<file path="src/include/mvw_pkg.sv">
package mvw_pkg;
    // register word indexes; byte address is four times the index
    localparam logic [9:0]  IDX_FIRST_TAG    = 10'h009;
    localparam logic [9:0]  IDX_SECOND_TAG   = 10'h00a;
    localparam logic [9:0]  IDX_FILTER_PORT  = 10'h00b;
    localparam logic [9:0]  IDX_WAKE_CTRL    = 10'h00c;
    localparam logic [9:0]  IDX_STATION_LO   = 10'h010;
    localparam logic [9:0]  IDX_STATION_HI   = 10'h011;
    localparam logic [9:0]  IDX_IRQ_STATUS   = 10'h012;
    localparam logic [9:0]  IDX_IRQ_MASK     = 10'h013;
    localparam logic [9:0]  IDX_RX_STATUS    = 10'h014;
    localparam logic [9:0]  IDX_POWER_CTRL   = 10'h015;
    // wake control and status field positions
    localparam int          WK_UNICAST_EN    = 9;
    localparam int          WK_FRAME_SEEN    = 6;
    localparam int          WK_MAGIC_SEEN    = 5;
    localparam int          WK_FRAME_EN      = 2;
    localparam int          WK_MAGIC_EN      = 1;
    // interrupt status / mask bit positions
    localparam int          IRQ_WAKE_FRAME   = 0;
    localparam int          IRQ_MAGIC        = 1;
    localparam int          IRQ_UNICAST      = 2;
    localparam int          IRQ_TOO_LONG     = 3;
    localparam int          IRQ_BITS         = 4;
    // frame geometry (byte indexes count from zero)
    localparam logic [11:0] TAG_BYTE_HI      = 12'h00c;
    localparam logic [11:0] TAG_BYTE_LO      = 12'h00d;
    localparam logic [11:0] DST_FIRST_BYTE   = 12'h000;
    localparam logic [11:0] MAX_LEN_PLAIN    = 12'd1518;
    localparam logic [11:0] MAX_LEN_VLAN     = 12'd1522;
    localparam logic [11:0] LEN_SATURATE     = 12'hfff;
    // wake-up filter store
    localparam int          FILTERS          = 4;
    localparam int          FILT_CMD_WORD    = 4;
    localparam int          FILT_OFS_WORD    = 5;
    localparam int          FILT_CRC_WORD    = 6;
    localparam logic [2:0]  FILT_LAST        = 3'h7;
    localparam logic [4:0]  FILT_WINDOW_LAST = 5'h1f;
    localparam logic [15:0] CRC_POLY         = 16'h8005;
    localparam logic [15:0] CRC_INIT         = 16'hffff;
    // magic packet pattern
    localparam logic [7:0]  SYNC_BYTE        = 8'hff;
    localparam logic [2:0]  SYNC_RUN         = 3'h6;
    localparam logic [2:0]  MAC_LAST_BYTE    = 3'h5;
    localparam logic [3:0]  MAC_LAST_COPY    = 4'hf;
endpackage

</file>
<file path="src/core/mvw_mac_wake.sv">
`timescale 1ns/100ps
// Function
// [RL1] first tag matched against bytes 13, 14
// [RL2] second tag matched against bytes 13, 14
// [RL3] tagged frames allowed 1522 bytes, not 1518
// [RL4] software programs tag registers to 0x8100
// [RL5] reset clears pointer; writes fill, then advance
// [RL6] pointer wraps after the eighth word
// [RL7] filter port is write-only, reads never advance
// [RL8] unicast enable wakes on global unicast
// [RL9] global unicast: destination bit 0 clear
// [RL10] wake-frame enable arms filter detection
// [RL11] valid wake frame sets its seen flag
// [RL12] magic enable arms magic packet mode
// [RL13] valid magic packet sets its seen flag
// [RL14] magic: six 0xff, sixteen station copies
// [RL15] seen flags sticky until reset or clear
module mvw_mac_wake
    import mvw_pkg::*;
(
    // clock and reset
    input  wire logic        sys_clk,
    input  wire logic        rst,
    // apb slave
    input  wire logic [11:0] paddr,
    input  wire logic        psel,
    input  wire logic        penable,
    input  wire logic        pwrite,
    input  wire logic [31:0] pwdata,
    output logic      [31:0] prdata,
    output logic             pready,
    output logic             pslverr,
    // receive frame stream from the phy side
    input  wire logic        rxValid,
    input  wire logic [7:0]  rxData,
    input  wire logic        rxEnd,
    // per-frame result
    output logic             frameChecked,
    output logic             vlanFirst,
    output logic             vlanSecond,
    output logic             frameTooLong,
    // power management and interrupt
    output logic             powerSave,
    output logic             wakeEvent,
    output logic             irq
);
    typedef struct packed {
        logic [15:0]          firstTag;   // first tag identifier
        logic [15:0]          secondTag;  // second tag identifier
        logic [7:0][31:0]     filt;       // wake filter words
        logic [2:0]           filtPtr;    // next filter word
        logic                 unicastEn;  // unicast wake enable
        logic                 frameEn;    // wake frame enable
        logic                 magicEn;    // magic wake enable
        logic                 frameSeen;  // wake frame seen
        logic                 magicSeen;  // magic frame seen
        logic [47:0]          station;    // own address
        logic [IRQ_BITS-1:0]  irqStat;    // sticky events
        logic [IRQ_BITS-1:0]  irqMask;    // event enables
        logic                 powerSave;  // low power mode
        logic [11:0]          byteCount;  // bytes of frame so far
        logic [15:0]          tagWord;    // bytes 13 and 14
        logic                 unicastDst; // destination bit 0 clear
        logic                 frameDone;  // frame end, one cycle late
        logic [11:0]          lastLen;    // length of last frame
        logic                 chkValid;   // result pulse
        logic                 chkFirst;   // last frame first tag
        logic                 chkSecond;  // last frame second tag
        logic                 chkLong;    // last frame too long
        logic                 wakeEvent;  // wake pulse
        logic [31:0]          prdata;     // read data
    } mvw_state_type;

    mvw_state_type    s_reg;       // registered state
    mvw_state_type    s_next;      // next state
    logic [9:0]       index;       // word index from address
    logic             setup;       // apb setup phase
    logic             access;      // apb access phase
    logic             mapped;      // address decodes
    logic [31:0]      rdData;      // read mux
    logic             first;       // current byte opens a frame
    logic [15:0]      crcNow [FILTERS];
    logic [FILTERS-1:0] filterHit; // per-filter match
    logic             magicFound;  // magic pattern in frame
    logic             isFirst;     // tag matches first id
    logic             isSecond;    // tag matches second id
    logic [11:0]      maxLen;      // legal length limit
    logic             tooLong;     // frame over the limit
    logic             wakeHit;     // wake frame accepted
    logic             magicHit;    // magic packet accepted
    logic             uniHit;      // unicast wake accepted

    assign index  = paddr[11:2];
    assign setup  = psel && !penable;
    assign access = psel && penable;
    assign first  = s_reg.byteCount == '0;

    // one checksum per filter, shared stream
    for (genvar i = 0; i < FILTERS; i++) begin : g_filt
        mvw_filter_crc u_crc (
            .sys_clk   (sys_clk),
            .rst       (rst),
            .rxValid   (rxValid),
            .rxData    (rxData),
            .first     (first),
            .byteIndex (s_reg.byteCount),
            .byteMask  (s_reg.filt[i]),
            .offset    (s_reg.filt[FILT_OFS_WORD][8*i +: 8]),
            .crc       (crcNow[i])
        );
        // [RL10] enabled filter with matching sum
        assign filterHit[i] = s_reg.filt[FILT_CMD_WORD][8*i]
            && crcNow[i] == s_reg.filt[FILT_CRC_WORD + i/2][16*(i%2) +: 16];
    end

    // magic packet pattern search
    mvw_magic_detect u_magic (
        .sys_clk (sys_clk),
        .rst     (rst),
        .rxValid (rxValid),
        .rxData  (rxData),
        .first   (first),
        .station (s_reg.station),
        .found   (magicFound)
    );

    // register decode and read mux
    always_comb begin
        mapped = 1'b1;
        rdData = '0;
        case (index)
            IDX_FIRST_TAG:   rdData = {16'h0, s_reg.firstTag};
            IDX_SECOND_TAG:  rdData = {16'h0, s_reg.secondTag};
            // [RL7] filter words never read back
            IDX_FILTER_PORT: rdData = '0;
            IDX_WAKE_CTRL: begin
                rdData[WK_UNICAST_EN] = s_reg.unicastEn;
                rdData[WK_FRAME_SEEN] = s_reg.frameSeen;
                rdData[WK_MAGIC_SEEN] = s_reg.magicSeen;
                rdData[WK_FRAME_EN]   = s_reg.frameEn;
                rdData[WK_MAGIC_EN]   = s_reg.magicEn;
            end
            IDX_STATION_LO:  rdData = s_reg.station[31:0];
            IDX_STATION_HI:  rdData = {16'h0, s_reg.station[47:32]};
            IDX_IRQ_STATUS:  rdData = {28'h0, s_reg.irqStat};
            IDX_IRQ_MASK:    rdData = {28'h0, s_reg.irqMask};
            IDX_RX_STATUS: begin
                rdData[27:16] = s_reg.lastLen;
                rdData[2]     = s_reg.chkLong;
                rdData[1]     = s_reg.chkSecond;
                rdData[0]     = s_reg.chkFirst;
            end
            IDX_POWER_CTRL:  rdData = {31'h0, s_reg.powerSave};
            // unmapped: reads zero, error response
            default:         mapped = 1'b0;
        endcase
    end

    // classify from the frame summary
    always_comb begin
        // [RL1] first tag compare
        isFirst  = s_reg.tagWord == s_reg.firstTag;
        // [RL2] second tag compare
        isSecond = s_reg.tagWord == s_reg.secondTag;
        // [RL3] tagged frames get four extra bytes
        maxLen   = (isFirst || isSecond) ? MAX_LEN_VLAN : MAX_LEN_PLAIN;
        tooLong  = s_reg.lastLen > maxLen;
        // [RL10] filters only count while armed
        wakeHit  = s_reg.frameEn && (|filterHit) && !tooLong;
        // [RL12] magic mode only while armed
        magicHit = s_reg.magicEn && magicFound;
        // [RL8] unicast wake only while asleep
        uniHit   = s_reg.unicastEn && s_reg.unicastDst && s_reg.powerSave;
    end

    // next-state logic: bus accesses first, hardware events last,
    // so an event in the cycle of a clear is kept
    always_comb begin
        s_next           = s_reg;
        s_next.frameDone = 1'b0;
        s_next.chkValid  = 1'b0;
        s_next.wakeEvent = 1'b0;
        // read data caught in setup: no wait state
        if (setup) begin
            s_next.prdata = rdData;
        end
        // register writes at the end of the access phase
        if (access && pwrite) begin
            case (index)
                IDX_FIRST_TAG:  s_next.firstTag  = pwdata[15:0];
                IDX_SECOND_TAG: s_next.secondTag = pwdata[15:0];
                IDX_FILTER_PORT: begin
                    // [RL5] store, then advance pointer
                    s_next.filt[s_reg.filtPtr] = pwdata;
                    s_next.filtPtr = s_reg.filtPtr + 3'h1;
                    // [RL6] wrap to first word
                    if (s_reg.filtPtr == FILT_LAST) begin
                        s_next.filtPtr = '0;
                    end
                end
                IDX_WAKE_CTRL: begin
                    s_next.unicastEn = pwdata[WK_UNICAST_EN];
                    s_next.frameEn   = pwdata[WK_FRAME_EN];
                    s_next.magicEn   = pwdata[WK_MAGIC_EN];
                    // [RL15] write one to clear
                    if (pwdata[WK_FRAME_SEEN]) begin
                        s_next.frameSeen = 1'b0;
                    end
                    if (pwdata[WK_MAGIC_SEEN]) begin
                        s_next.magicSeen = 1'b0;
                    end
                end
                IDX_STATION_LO: s_next.station[31:0]  = pwdata;
                IDX_STATION_HI: s_next.station[47:32] = pwdata[15:0];
                IDX_IRQ_MASK:   s_next.irqMask = pwdata[IRQ_BITS-1:0];
                IDX_POWER_CTRL: s_next.powerSave = pwdata[0];
                // others ignore writes
                default: ;
            endcase
        end
        // reading the event register empties it
        if (access && !pwrite && index == IDX_IRQ_STATUS) begin
            s_next.irqStat = '0;
        end
        // receive byte bookkeeping
        if (rxValid) begin
            if (s_reg.byteCount != LEN_SATURATE) begin
                s_next.byteCount = s_reg.byteCount + 12'h1;
            end
            // [RL9] group bit of the destination address
            if (s_reg.byteCount == DST_FIRST_BYTE) begin
                s_next.unicastDst = !rxData[0];
            end
            // [RL1] capture the tag bytes
            if (s_reg.byteCount == TAG_BYTE_HI) begin
                s_next.tagWord[15:8] = rxData;
            end
            if (s_reg.byteCount == TAG_BYTE_LO) begin
                s_next.tagWord[7:0] = rxData;
            end
            if (rxEnd) begin
                s_next.lastLen   = s_next.byteCount;
                s_next.byteCount = '0;
                s_next.frameDone = 1'b1;
            end
        end
        // judge frame after checksums took last byte
        if (s_reg.frameDone) begin
            s_next.chkValid  = 1'b1;
            s_next.chkFirst  = isFirst;
            s_next.chkSecond = isSecond;
            s_next.chkLong   = tooLong;
            if (tooLong) begin
                s_next.irqStat[IRQ_TOO_LONG] = 1'b1;
            end
            // [RL11] wake frame sets its flag
            if (wakeHit) begin
                s_next.frameSeen = 1'b1;
                s_next.irqStat[IRQ_WAKE_FRAME] = 1'b1;
            end
            // [RL13] magic packet sets its flag
            if (magicHit) begin
                s_next.magicSeen = 1'b1;
                s_next.irqStat[IRQ_MAGIC] = 1'b1;
            end
            if (uniHit) begin
                s_next.irqStat[IRQ_UNICAST] = 1'b1;
            end
            // [RL8] any accepted wake cause leaves power saving
            if (s_reg.powerSave && (wakeHit || magicHit || uniHit)) begin
                s_next.powerSave = 1'b0;
                s_next.wakeEvent = 1'b1;
            end
        end
    end

    // [RL5] reset also clears the filter pointer
    always_ff @(posedge sys_clk or posedge rst) begin
        if (rst) begin
            s_reg <= '0;
        end else begin
            s_reg <= s_next;
        end
    end

    // outputs
    assign prdata       = s_reg.prdata;
    assign pready       = 1'b1;
    assign pslverr      = access && !mapped;
    assign frameChecked = s_reg.chkValid;
    assign vlanFirst    = s_reg.chkFirst;
    assign vlanSecond   = s_reg.chkSecond;
    assign frameTooLong = s_reg.chkLong;
    assign powerSave    = s_reg.powerSave;
    assign wakeEvent    = s_reg.wakeEvent;
    assign irq          = |(s_reg.irqStat & s_reg.irqMask);
endmodule

</file>
<file path="src/core/mvw_filter_crc.sv">
`timescale 1ns/100ps
module mvw_filter_crc
    import mvw_pkg::*;
(
    // clock and reset
    input  wire logic        sys_clk,
    input  wire logic        rst,
    // receive byte stream
    input  wire logic        rxValid,
    input  wire logic [7:0]  rxData,
    input  wire logic        first,
    input  wire logic [11:0] byteIndex,
    // filter setup
    input  wire logic [31:0] byteMask,
    input  wire logic [7:0]  offset,
    // running checksum of the selected bytes
    output logic      [15:0] crc
);
    typedef struct packed {
        logic [15:0] crc;
    } mvw_crc_state_type;

    mvw_crc_state_type s_reg;  // registered state
    mvw_crc_state_type s_next; // next state
    logic [11:0]       rel;    // position relative to window start

    // bit-serial crc, lsb first
    function automatic logic [15:0] crcByte(input logic [15:0] c,
                                            input logic [7:0]  d);
        logic [15:0] r;
        r = c;
        for (int b = 0; b < 8; b++) begin
            r = {r[14:0], 1'b0} ^ ((r[15] ^ d[b]) ? CRC_POLY : 16'h0);
        end
        return r;
    endfunction

    // 32-byte window from offset
    always_comb begin
        s_next = s_reg;
        rel    = byteIndex - {4'h0, offset};
        // a new frame restarts the checksum
        if (first) begin
            s_next.crc = CRC_INIT;
        end
        if (rxValid && byteIndex >= {4'h0, offset}
            && rel <= {7'h0, FILT_WINDOW_LAST} && byteMask[rel[4:0]]) begin
            s_next.crc = crcByte(first ? CRC_INIT : s_reg.crc, rxData);
        end
    end

    // state register
    always_ff @(posedge sys_clk or posedge rst) begin
        if (rst) begin
            s_reg <= '0;
        end else begin
            s_reg <= s_next;
        end
    end

    assign crc = s_reg.crc;
endmodule

</file>
<file path="src/core/mvw_magic_detect.sv">
`timescale 1ns/100ps
module mvw_magic_detect
    import mvw_pkg::*;
(
    // clock and reset
    input  wire logic        sys_clk,
    input  wire logic        rst,
    // receive byte stream
    input  wire logic        rxValid,
    input  wire logic [7:0]  rxData,
    input  wire logic        first,
    // own address, byte 0 first
    input  wire logic [47:0] station,
    // pattern seen in the current frame
    output logic             found
);
    typedef enum logic [1:0] {
        MG_HUNT = 2'b01,  // counting sync bytes
        MG_ADDR = 2'b10   // matching address copies
    } mvw_magic_state_type;

    typedef struct packed {
        mvw_magic_state_type state;
        logic [2:0]          syncCount;
        logic [3:0]          copyCount;
        logic [2:0]          byteCount;
        logic                found;
    } mvw_magic_reg_type;

    mvw_magic_reg_type s_reg;  // registered state
    mvw_magic_reg_type s_next; // next state
    mvw_magic_reg_type base;   // state the byte is judged against
    logic [7:0]        want;   // address byte wanted now

    // pattern search, restarted at every frame
    always_comb begin
        base = s_reg;
        if (first) begin
            base = '0;
            base.state = MG_HUNT;
        end
        s_next = base;
        want = station[8*base.byteCount +: 8];
        if (rxValid) begin
            case (base.state)
                // need six sync bytes in a row
                MG_HUNT: begin
                    if (rxData == SYNC_BYTE) begin
                        s_next.syncCount = base.syncCount + 3'h1;
                        if (base.syncCount + 3'h1 == SYNC_RUN) begin
                            s_next.state     = MG_ADDR;
                            s_next.copyCount = '0;
                            s_next.byteCount = '0;
                        end
                    end else begin
                        s_next.syncCount = '0;
                    end
                end
                // [RL14] sixteen address copies
                MG_ADDR: begin
                    if (rxData == want) begin
                        s_next.byteCount = base.byteCount + 3'h1;
                        if (base.byteCount == MAC_LAST_BYTE) begin
                            s_next.byteCount = '0;
                            s_next.copyCount = base.copyCount + 4'h1;
                            if (base.copyCount == MAC_LAST_COPY) begin
                                s_next.found = 1'b1;
                                s_next.state = MG_HUNT;
                                s_next.syncCount = '0;
                            end
                        end
                    end else if (rxData == SYNC_BYTE && base.copyCount == '0
                                 && base.byteCount == '0) begin
                        // longer sync run: still aligned
                        s_next.state = MG_ADDR;
                    end else begin
                        // broken; sync byte restarts run
                        s_next.state     = MG_HUNT;
                        s_next.syncCount = (rxData == SYNC_BYTE) ? 3'h1 : 3'h0;
                    end
                end
                default: begin
                    s_next.state = MG_HUNT;
                end
            endcase
        end
    end

    // state register
    always_ff @(posedge sys_clk or posedge rst) begin
        if (rst) begin
            s_reg       <= '0;
            s_reg.state <= MG_HUNT;
        end else begin
            s_reg <= s_next;
        end
    end

    assign found = s_reg.found;
endmodule

</file>
<file path="config.mk">
export PLATFORM = sky130hd
export DESIGN_NAME = mvw_mac_wake
export DESIGN_NICKNAME = d
export VERILOG_FILES = /design/src/include/mvw_pkg.sv /design/src/core/mvw_mac_wake.sv /design/src/core/mvw_filter_crc.sv /design/src/core/mvw_magic_detect.sv
export SDC_FILE = /design/constraint.sdc
export NUM_CORES = 1
export LEC_CHECK = 0
export ABC_CLOCK_PERIOD_IN_PS = 16950
export BUFFER_PORTS_ARGS = -buffer_cell sky130_fd_sc_hd__buf_2
export CORE_AREA = 2 2 255 257
export DETAILED_ROUTE_END_ITERATION = 6
export DIE_AREA = 0 0 257 259
export GPL_TIMING_DRIVEN = 0
export PLACE_DENSITY_LB_ADDON = 0.15
export SLEW_MARGIN = 20
export SYNTH_ARGS = -nofsm -noshare
export SYNTH_HDL_FRONTEND = slang
export SYNTH_SLANG_ARGS = --single-unit
</file>
<file path="constraint.sdc">
create_clock -name sys_clk -period 16.95 [get_ports sys_clk]
set_input_delay 2.5425 -clock sys_clk [delete_from_list [all_inputs] [get_ports sys_clk]]
set_output_delay 2.5425 -clock sys_clk [all_outputs]
set_load 0.02 [all_outputs]
</file>
==> reports/metrics.cfg <==
[run_status]
status = completed

[layout]
area_growth_pct = 14.2
seq_area_um2 = 12000
fin_cells = 3228
drive_gt1_frac = 0.280
largest_register_ffs = 366
layout.nets = 2436
fill_cells = 5958
multi_input_area_um2 = 12300

[setup_path]
cp-start-kind = input port
r2r-start = s_reg[68]
crit_path_top_delay_cell = nor4b_2
critPathArrivalTime_ns = 4.37
slowest_delay_ns = 0.63
cp_max_fo = 7
critPathRequiredTime_ns = 14.41
r2r-end = u_magic.s_reg[7]
reg2reg_depth = 13
path_cells = buf_2 -> or3_1 -> nor3b_2 -> nor4b_2 -> a2111oi_0 -> buf_2
crit_top_cell = buf_2
rrSetupSlack_ns = 11.93
crit_type = in -> out
end_kind = primary output

[grt]
grt_max_degree = 109
overflow = 0
grt_pass1_vias = 18323
grt_pass1_wl_mm = 117
grt_antenna_before_repair = 18
track_usage = 0.237

[floorplan]
die_area_um2 = 66600
die_h_um = 259
core_area_um2 = 63900
rows = 93
pin_count = 100
start_util = 0.396
fp.dieW_um = 257

[logic_synthesis]
synth-edff-count = 0
synth_top_area_cell = dfrtp_1
yosysWarningCount = 0
synth-seq-cells = 481
synth_common_cells = dfrtp_1 (480), mux2_2 (335), xnor2_1 (193)
synthTopCellsByArea = dfrtp_1 (47%), mux2_2 (15%), xnor2_1 (6.7%)
synth.net_count = 2279
yosysMostFrequentCell = dfrtp_1
netlist_area_um2 = 25300
synthArstFlopShare = 1.00
ys_types = 78
avgSynthCellArea_um2 = 11.7
synthFlopType = dfrtp_1
synthCells = 2170
synth_top_area_share = 0.475
yosysSeqAreaShare = 0.476

[power_and_ir_drop]
p_total_w = 0.00262
power_leakage_nw = 12.8
irDropWorstVdd_uv = 87.1
powerDensity_nw_per_um2 = 90.8

[cts]
cts_tree = built
cts_htree_levels = 2
cts_made_buffers = 55
cts_hold_buf = 0
cts.sinks = 481
clock_latency_ns = 0.62
cts-resized-gates = 0
cts_setup_buffers = 0
root_buffer = clkbuf_16
clk_path_buf_depth = 3
clk_pin_slew_ns = 0.06

[placement]
placedCellCount = 3122
post-dp-hpwl_mm = 55.2
port_buffers = 90
gp_congestion = 0.882

[route]
dr.pass1.iters = 7
ant_nets = 0
routed_wl_mm = 78.9
vias = 17966
route.detailed.drc = 0
wire_per_inst_um = 24.4
drt-vias-per-instance = 5.57
first_iter_violations = 1508

[timing]
relSlewSlack = 0.190
layout_min_cycle_time_ns = 6.91
setup_viol_count_final = 0
timing.fmax_mhz = 145
period_share = 0.408
hold_violations = 0
whs_ns = 0.478
final_max_slew_viol_count = 0
rsz0062_at_grt = false
tightest_slew_ns = 1.21
skew_ns = 0.0207

[hold_path]
hp-start = prdata[9]
worstHoldPathType = reg -> reg
holdPathEnd = prdata[9]
holdPathStages = 1

[flow_run]
maxCapViolCount = 0

layout make-up:
| type | instances | share of cell area |
|---|---|---|
| tap | 855 | 0.0370 |
| clock inverter | 14 | 0.00554 |
| timing repair buffer | 100 | 0.0220 |
| antenna | 3 | 0.000260 |
| inverter | 56 | 0.00753 |
| buffer | 162 | 0.0280 |
| sequential | 481 | 0.416 |
| clock buffer | 86 | 0.0569 |
| multi-input combinational | 1471 | 0.426 |
report_power, final:
| part | internal, W | switching [W] |
|---|---|---|
| combinational | 0.0000732 | 0.000178 |
| clock | 0.000709 | 0.000496 |
| sequential | 0.00116 | 0.0000112 |
| total | 0.00194 | 0.000685 |
metal layers:
layer  track usage  vias up  wire (um)
met5             0        -          8
met4         0.101        2       3200
met3        0.0454      156       4950
met2         0.380      518      36400
met1         0.315     9186      34300
li1              -     8104          -
worst max-delay path by stage:
stage,from,end,slack [ns],cells after the start
after floorplan,rst,frameChecked,0.99,1
after global placement,rst,s_reg[224],-4.36,2
after detailed placement,paddr[7],pslverr,9.70,6
after CTS,paddr[7],pslverr,9.69,6
after global routing,paddr[7],pslverr,9.99,6
final,paddr[7],pslverr,10.04,6
cell usage in the layout (no fill, tap or decap), types with 39 or more instances in the layout:
master	count
o21ai_0	95
mux2i_1	43
dfrtp_1	480
nor2_1	74
clkbuf_1	100
ha_1	46
mux2_2	335
nor3_1	54
inv_1	54
mux4_2	40
buf_4	39
clkbuf_16	57
buf_2	115
xnor2_1	191
nand2_1	143
a21oi_1	56
critical path: cells and delay by family:
family | cells | cell delay, ns
buf+inv | 2 | 0.30
compound gates | 1 | 0.15
simple gates | 3 | 1.37
per-stage QoR:
step	utilization	instance area, um2	setup slack [ns]	TNS (ns)
after floorplan	-	25300	0.988	0
after detailed placement	0.423	27000	9.70	0
after CTS	0.451	28800	9.69	0
after global routing	0.452	28900	9.99	0
final	0.452	28900	10.04	0
after global placement	0.420	26800	-4.36	-2068.85
cells by family (layout without fill, tap and decap cells):
family          count (synthesis)  count (layout)  share of synthesized area
xor+xnor                      210             210                     0.0730
mux                           421             421                      0.203
buf+inv                       218             418                     0.0398
other cells                     1               4                   0.000148
fa+ha+maj                      50              50                     0.0259
compound gates                340             340                     0.0902
simple gates                  449             449                     0.0923
flops                         481             481                      0.476
(Power assumes the default switching activity.)
